==> src/include/hodo_pkg.sv <==
// How it works
// Sample all 64 scintillator channel inputs to find the track position.
// Channels split as X and Y, sixteen each per plane, two planes.
// On a hit, raise the acquisition trigger after a programmable delay, 10 ns steps; code rounds the delay up to whole 40 ns clocks.
// Delay setting spans 100 ns to 300 ns.
// Latch all 64 channel states on each hit as the track record.
// Latched 64-bit record is offered to the host after a hit.
// Notify the host whenever a hit was detected.
// After each stored track the host re-arms the device before the next hit.
// Host reads and commands may travel over a USB link.
// All 64 inputs are sampled before the trigger for that hit.
// Record is fully latched before the host is notified.
// Trigger only on a qualified hit, never spontaneously.
// Nominal delay 200 ns, adjustable 100 to 300 ns in 10 ns steps; code rounds each delay up to whole 40 ns clocks.
// Hit needs one X and one Y active in each plane; delay counted in 10 ns ticks.
// While awaiting readout and re-arm, no overwrite and no new trigger.
package hodo_pkg;
    localparam int CHANNELS = 64;
    localparam int PLANE_AXIS = 16;
    localparam int CLK_PERIOD_NS = 40;
    localparam int DELAY_STEP_NS = 10;
    localparam int DELAY_MIN_NS = 100;
    localparam int DELAY_MAX_NS = 300;
    localparam int DELAY_NOM_NS = 200;
    // Delay code counts 10 ns steps
    localparam logic [4:0] DELAY_MIN_CODE = 5'(DELAY_MIN_NS / DELAY_STEP_NS);
    localparam logic [4:0] DELAY_MAX_CODE = 5'(DELAY_MAX_NS / DELAY_STEP_NS);
    localparam logic [4:0] DELAY_NOM_CODE = 5'(DELAY_NOM_NS / DELAY_STEP_NS);
    // Steps gained per clock: 40 ns clock advances 4 steps
    localparam logic [4:0] STEPS_PER_CLK = 5'(CLK_PERIOD_NS / DELAY_STEP_NS);
    localparam int TRIG_PULSE_CYCLES = 1;

    // One plane: X and Y channel groups
    typedef struct packed {
        logic [15:0] y;
        logic [15:0] x;
    } plane_t;

    // Whole track record, plane 2 in the upper half
    typedef struct packed {
        plane_t p2;
        plane_t p1;
    } track_t;

    typedef enum logic [1:0] {ARMED, DELAYING, HELD} hodo_state_t;
endpackage : hodo_pkg

==> src/verilog/hodo_capture.sv <==
module hodo_capture (
    // Clock and reset
    input wire logic clk,
    input wire logic rst,
    // Scintillator channels, asynchronous pins
    input wire hodo_pkg::track_t chan_in,
    // Host control
    input wire logic [4:0] delay_code,
    input wire logic rearm,
    // Acquisition board
    output logic acq_trigger,
    // Host status and data
    output logic hit_flag,
    output hodo_pkg::track_t track_out
);
    hodo_pkg::track_t sync1_ff, sync2_ff, track_ff, nxt_track;
    hodo_pkg::hodo_state_t state_ff, nxt_state;
    logic [9:0] acc_ff, nxt_acc;
    logic [9:0] target_ff, nxt_target;
    logic trig_ff, nxt_trig, flag_ff, nxt_flag;
    logic hit_now;
    logic [4:0] code_clip;
    logic rearm_s1_ff, rearm_s2_ff;
    logic [4:0] code_s1_ff, code_s2_ff;

    // Two-stage synchroniser for channels and host pins
    always_ff @(posedge clk) begin
        if (rst) begin
            sync1_ff <= '0;
            sync2_ff <= '0;
            rearm_s1_ff <= 1'b0;
            rearm_s2_ff <= 1'b0;
            code_s1_ff <= hodo_pkg::DELAY_NOM_CODE;
            code_s2_ff <= hodo_pkg::DELAY_NOM_CODE;
        end else begin
            sync1_ff <= chan_in;
            sync2_ff <= sync1_ff;
            rearm_s1_ff <= rearm;
            rearm_s2_ff <= rearm_s1_ff; // Same depth as channels
            code_s1_ff <= delay_code;
            code_s2_ff <= code_s1_ff;
        end
    end

    // Coincidence in both axes of both planes
    assign hit_now = (|sync2_ff.p1.x) & (|sync2_ff.p1.y) &
                     (|sync2_ff.p2.x) & (|sync2_ff.p2.y);

    // Clamp delay code into legal span
    always_comb begin
        if (code_s2_ff < hodo_pkg::DELAY_MIN_CODE) begin
            code_clip = hodo_pkg::DELAY_MIN_CODE;
        end else if (code_s2_ff > hodo_pkg::DELAY_MAX_CODE) begin
            code_clip = hodo_pkg::DELAY_MAX_CODE;
        end else begin
            code_clip = code_s2_ff;
        end
    end

    // Next-state logic for capture sequence
    always_comb begin
        nxt_state = state_ff;
        nxt_track = track_ff;
        nxt_acc = acc_ff;
        nxt_target = target_ff;
        nxt_trig = 1'b0;
        nxt_flag = flag_ff;
        unique case (state_ff)
            hodo_pkg::ARMED: begin
                if (hit_now) begin
                    nxt_track = sync2_ff;
                    nxt_acc = {5'h00, hodo_pkg::STEPS_PER_CLK};
                    nxt_target = {5'h00, code_clip};
                    nxt_state = hodo_pkg::DELAYING;
                end
            end
            hodo_pkg::DELAYING: begin
                if (acc_ff >= target_ff) begin
                    nxt_trig = 1'b1;
                    nxt_flag = 1'b1;
                    nxt_state = hodo_pkg::HELD;
                end else begin
                    nxt_acc = acc_ff + {5'h00, hodo_pkg::STEPS_PER_CLK};
                end
            end
            hodo_pkg::HELD: begin
                if (rearm_s2_ff) begin
                    nxt_flag = 1'b0;
                    nxt_state = hodo_pkg::ARMED;
                end
            end
        endcase
    end

    // Registers of capture sequence
    always_ff @(posedge clk) begin
        if (rst) begin
            state_ff <= hodo_pkg::ARMED;
            track_ff <= '0;
            acc_ff <= 10'h000;
            target_ff <= {5'h00, hodo_pkg::DELAY_NOM_CODE};
            trig_ff <= 1'b0;
            flag_ff <= 1'b0;
        end else begin
            state_ff <= nxt_state;
            track_ff <= nxt_track;
            acc_ff <= nxt_acc;
            target_ff <= nxt_target;
            trig_ff <= nxt_trig;
            flag_ff <= nxt_flag;
        end
    end

    assign acq_trigger = trig_ff;
    assign hit_flag = flag_ff;
    assign track_out = track_ff;
endmodule : hodo_capture

==> config.mk <==
export PLATFORM = sky130hd
export DESIGN_NAME = hodo_capture
export DESIGN_NICKNAME = d
export VERILOG_FILES = /design/src/include/hodo_pkg.sv /design/src/verilog/hodo_capture.sv
export SDC_FILE = /design/constraint.sdc
export NUM_CORES = 1
export LEC_CHECK = 0
export ABC_AREA = 1
export BUFFER_PORTS_ARGS = -buffer_cell sky130_fd_sc_hd__buf_4
export CORE_MARGIN = 5
export CORE_UTILIZATION = 58
export CTS_CLUSTER_SIZE = 12
export DETAILED_ROUTE_END_ITERATION = 10
export PLACE_DENSITY = 0.83
export SLEW_MARGIN = 10
export SYNTH_ARGS = -nofsm -noshare
export SYNTH_HDL_FRONTEND = slang
export SYNTH_SLANG_ARGS = --single-unit
==> constraint.sdc <==
create_clock -name clk -period 5.1 [get_ports clk]
set_clock_uncertainty 0.2 [all_clocks]
set_input_delay 1.275 -clock clk [delete_from_list [all_inputs] [get_ports clk]]
set_output_delay 1.275 -clock clk [all_outputs]
set_load 0.02 [all_outputs]
==> impl_table.tex <==
\begin{tabular}{lr}
\hline
Metric & Value \\
\hline
\multicolumn{2}{l}{\textbf{Critical path}} \\
Kind of end point of the critical path & flop \\
CP Class & in2reg \\
Critical Path AT & 2.80 ns \\
Crit. Startpoint & rst \\
Critical Path Most Common Cell & buf\_4 \\
Worst endpoint required time & 5.27 ns \\
Max incr delay on CP & 0.81 ns \\
Worst reg-to-reg setup slack & 2.71 ns \\
Worst path slowest cell & buf\_4 \\
R2r startpoint & sync2\_ff[55]\$\_SDFF\_PP0\_ \\
Biggest fanout along the worst timing path & 95 \\
Chain of cells forming the critical path & buf\_4 -> buf\_4 -> nor2\_1 -> o21ai\_0 -> nand2\_1 \\
Setup crit start kind & input pin \\
\multicolumn{2}{l}{\textbf{Drt}} \\
Iteration-0 DRC Markers & 288 \\
Detailed Route WL & 13.4 mm \\
Post-route DRC & 0 \\
Vias per cell & 4.58 \\
Antenna-violating nets left & 0 \\
Via total after detailed routing & 5423 \\
Wire length per cell & 11.3 µm \\
Detailed-routing iteration count for the pre-antenna-repair pass & 4 \\
\multicolumn{2}{l}{\textbf{Cells and area}} \\
Share of post-route cells with drive strength above 1 & 17.2\% \\
Number of cells in the finished layout apart from fillers & 1185 \\
Filler instances & 913 \\
Final core area utilization & 73.8\% \\
Number of diodes & 0 \\
Final design instance area without fill & 0.00890 mm² \\
Count of nets after finishing & 1092 \\
Layout overhead on the synthesized area & 23.7\% \\
\multicolumn{2}{l}{\textbf{Power and ir drop}} \\
Leakage power total & 0.00438 µW \\
Power density cells & 542 mW/mm² \\
Maximum VDD drop & 0.367 mV \\
\multicolumn{2}{l}{\textbf{Hold path}} \\
Beginning of the worst hold path & sync1\_ff[12]\$\_SDFF\_PP0\_ \\
Path type of the worst min-delay path & reg2reg \\
\multicolumn{2}{l}{\textbf{Clocking}} \\
Count of hold-fix buffers inserted at cts & 0 \\
Cell chosen for the clock root & clkbuf\_16 \\
TritonCTS clock tree & built \\
TritonCTS sink count & 221 \\
Number of buffers inserted to repair setup after CTS & 0 \\
Clock latency on the worst-skew pair & 0.49 ns \\
Clk slew on worst S/H paths & 0.06 ns \\
Resized cells post-CTS & 0 \\
Clock H-tree levels & 1 \\
Inserted Clock Buffers & 22 \\
Deepest clock path buffer count & 3 \\
\multicolumn{2}{l}{\textbf{Synth}} \\
Total standard cell area after synthesis & 0.00719 mm² \\
Most used standard cells in the synthesized netlist & nor2\_1 (321), dfxtp\_1 (221), inv\_1 (156) \\
Number of distinct library cell variants in the gate-level netlist after synthesis & 25 \\
Number of enable-type register cells in the synthesized netlist & 0 \\
Cell taking the most area after synthesis & dfxtp\_1 \\
Async SR Flop Fraction & 0\% \\
Multiplexer share of the synthesized area & 0\% \\
Synth Register Bits & 221 \\
Cell types occupying the most area after synthesis & dfxtp\_1 (62\%), nor2\_1 (17\%), inv\_1 (8.1\%), o21ai\_0 (4.3\%), nand2\_1 (1.8\%) \\
Simple-Gate Fraction of Synth Area & 20.7\% \\
Most repeated cell in the gate-level netlist after synthesis & nor2\_1 \\
Post-synthesis instance total & 889 \\
Most used flip-flop cell after synthesis & dfxtp\_1 \\
Yosys Warn Count & 0 \\
Top-area cell type share of the netlist area & 61.5\% \\
Nets in the synthesized netlist & 968 \\
Dominant combinational cell family by area after synthesis & simple AND/OR/NAND/NOR gates \\
Arithmetic-cell share of the synthesized area counting full adders, half adders and majority gates & 1.22\% \\
Sequential element share of the synthesized area & 61.5\% \\
Compound-gate portion of the synthesized area & 5.86\% \\
Parity-gate share of the synthesized area counting xor and xnor cells & 0.122\% \\
Average cell area after synthesis & 8.09 µm² \\
\multicolumn{2}{l}{\textbf{Timing}} \\
Finish-stage setup viols & 0 \\
Final total negative setup slack & 0 ns \\
Slew at the pin closest to its max-slew limit & 1.12 ns \\
Setup repair after global routing missed its margin & false \\
Final count of pins violating max slew & 0 \\
Final Cycle Share & 51.4\% \\
Slew headroom & 25.4\% \\
F\_max & 381 MHz \\
Final hold violations & 0 \\
Final critical path time including I/O delays and setup & 2.62 ns \\
\multicolumn{2}{l}{\textbf{Die}} \\
\# IOs & 138 \\
Number of core rows & 40 \\
Placeable core region & 0.0121 mm² \\
Area of the die & 0.0147 mm² \\
Overall die height & 121 µm \\
Effective utilization at floorplan & 59.6\% \\
Overall die width & 121 µm \\
\multicolumn{2}{l}{\textbf{Place}} \\
Half-perimeter wire length after placement & 8.60 mm \\
Final weighted congestion in routability-driven placement & 0.816 \\
Post-placement cell count & 1156 \\
Placed cell area & 0.00827 mm² \\
Number of buffer cells added on primary ports & 137 \\
\multicolumn{2}{l}{\textbf{Global routing}} \\
Total global routing overflow & 0 \\
GRT Util Overall & 18.1\% \\
Largest net degree at the start of global routing & 96 \\
Antenna violations before repair & 0 \\
Number of global-route vias before repair & 4964 \\
Wire length of the first global-routing pass & 22.2 mm \\
\multicolumn{2}{l}{\textbf{Outcome}} \\
Status & complete, no violations \\
\multicolumn{2}{l}{\textbf{Run}} \\
Max capacitance violation total & 0 \\
\hline
\end{tabular}
-- power breakdown --
group          total, µW  internal, µW  switching [µW]
Combinational       1310           503             806
Sequential          2120          1990             135
Clock               1390           802             589
Total               4820          3290            1530
-- through the flow --
step                      total power, µW  hold WS (ns)  setup WS (ns)
after global placement               3410         0.189           1.94
final                                4820         0.197           2.48
after global routing                 5110         0.207           2.27
after floorplan                      2980         0.188           2.70
after detailed placement             3450         0.192           1.95
after CTS                            4840         0.197           2.28
-- area by class of cell --
class | count | area, µm² | area share [%]
Timing Repair Buffer | 140 | 1070 | 12.0
Clock inverter | 1 | 5.00 | 0.0563
Tap cell | 168 | 210 | 2.36
Clock buffer | 27 | 591 | 6.64
Inverter | 157 | 589 | 6.62
Sequential cell | 221 | 4420 | 49.7
Multi-Input combinational cell | 471 | 2010 | 22.5
-- layer usage --
| metal | track usage [%] | wire length [µm] | vias to the layer above |
|---|---|---|---|
| met5 | 0 | 0 | - |
| met4 | 5.32 | 274 | 0 |
| met3 | 4.15 | 984 | 27 |
| met2 | 30.7 | 6370 | 148 |
| met1 | 23.0 | 5800 | 2398 |
| li1 | - | - | 2850 |
-- critical path, delay by kind of cell --
kind	cells	cell delay, ns
simple gates	2	0.17
compound gates	1	0.10
buf+inv	2	1.23
-- cells in the final DEF (no fill, tap or decap), drive strengths merged, types with 6 or more instances in the layout --
master,count
dfxtp,221
nand2,38
a21oi,6
nor2,322
clkbuf,27
inv,157
ha,7
nand3,9
buf,140
o21ai,72
-- cells by family after synthesis --
family | count (synthesis)
and+or+nand+nor | 381
adders and majority gates | 7
DFF | 221
xor gates and xnor gates | 1
AOI/OAI and AO/OA | 82
buffers and inverters | 197
-- registers in the layout, summed over array words and instances, names as in the netlist --
name	cells
target_ff	5
rearm_s2_ff	1
state_ff	2
code_s1_ff	5
code_s2_ff	5
rearm_s1_ff	1
acc_ff	8
track_out	64
sync2_ff	64
acq_trigger	1
sync1_ff	64
hit_flag	1
-- final timing paths --
kind / to / depth (start not counted)
setup reg to reg: track_out[51]$_SDFFE_PP0P_ / 9
hold reg to reg: sync2_ff[12]$_SDFF_PP0_ / 2
setup / recovery: state_ff[1]$_SDFFE_PP0P_ / 5
hold / removal: sync2_ff[12]$_SDFF_PP0_ / 2
(Power assumes the default switching activity.)
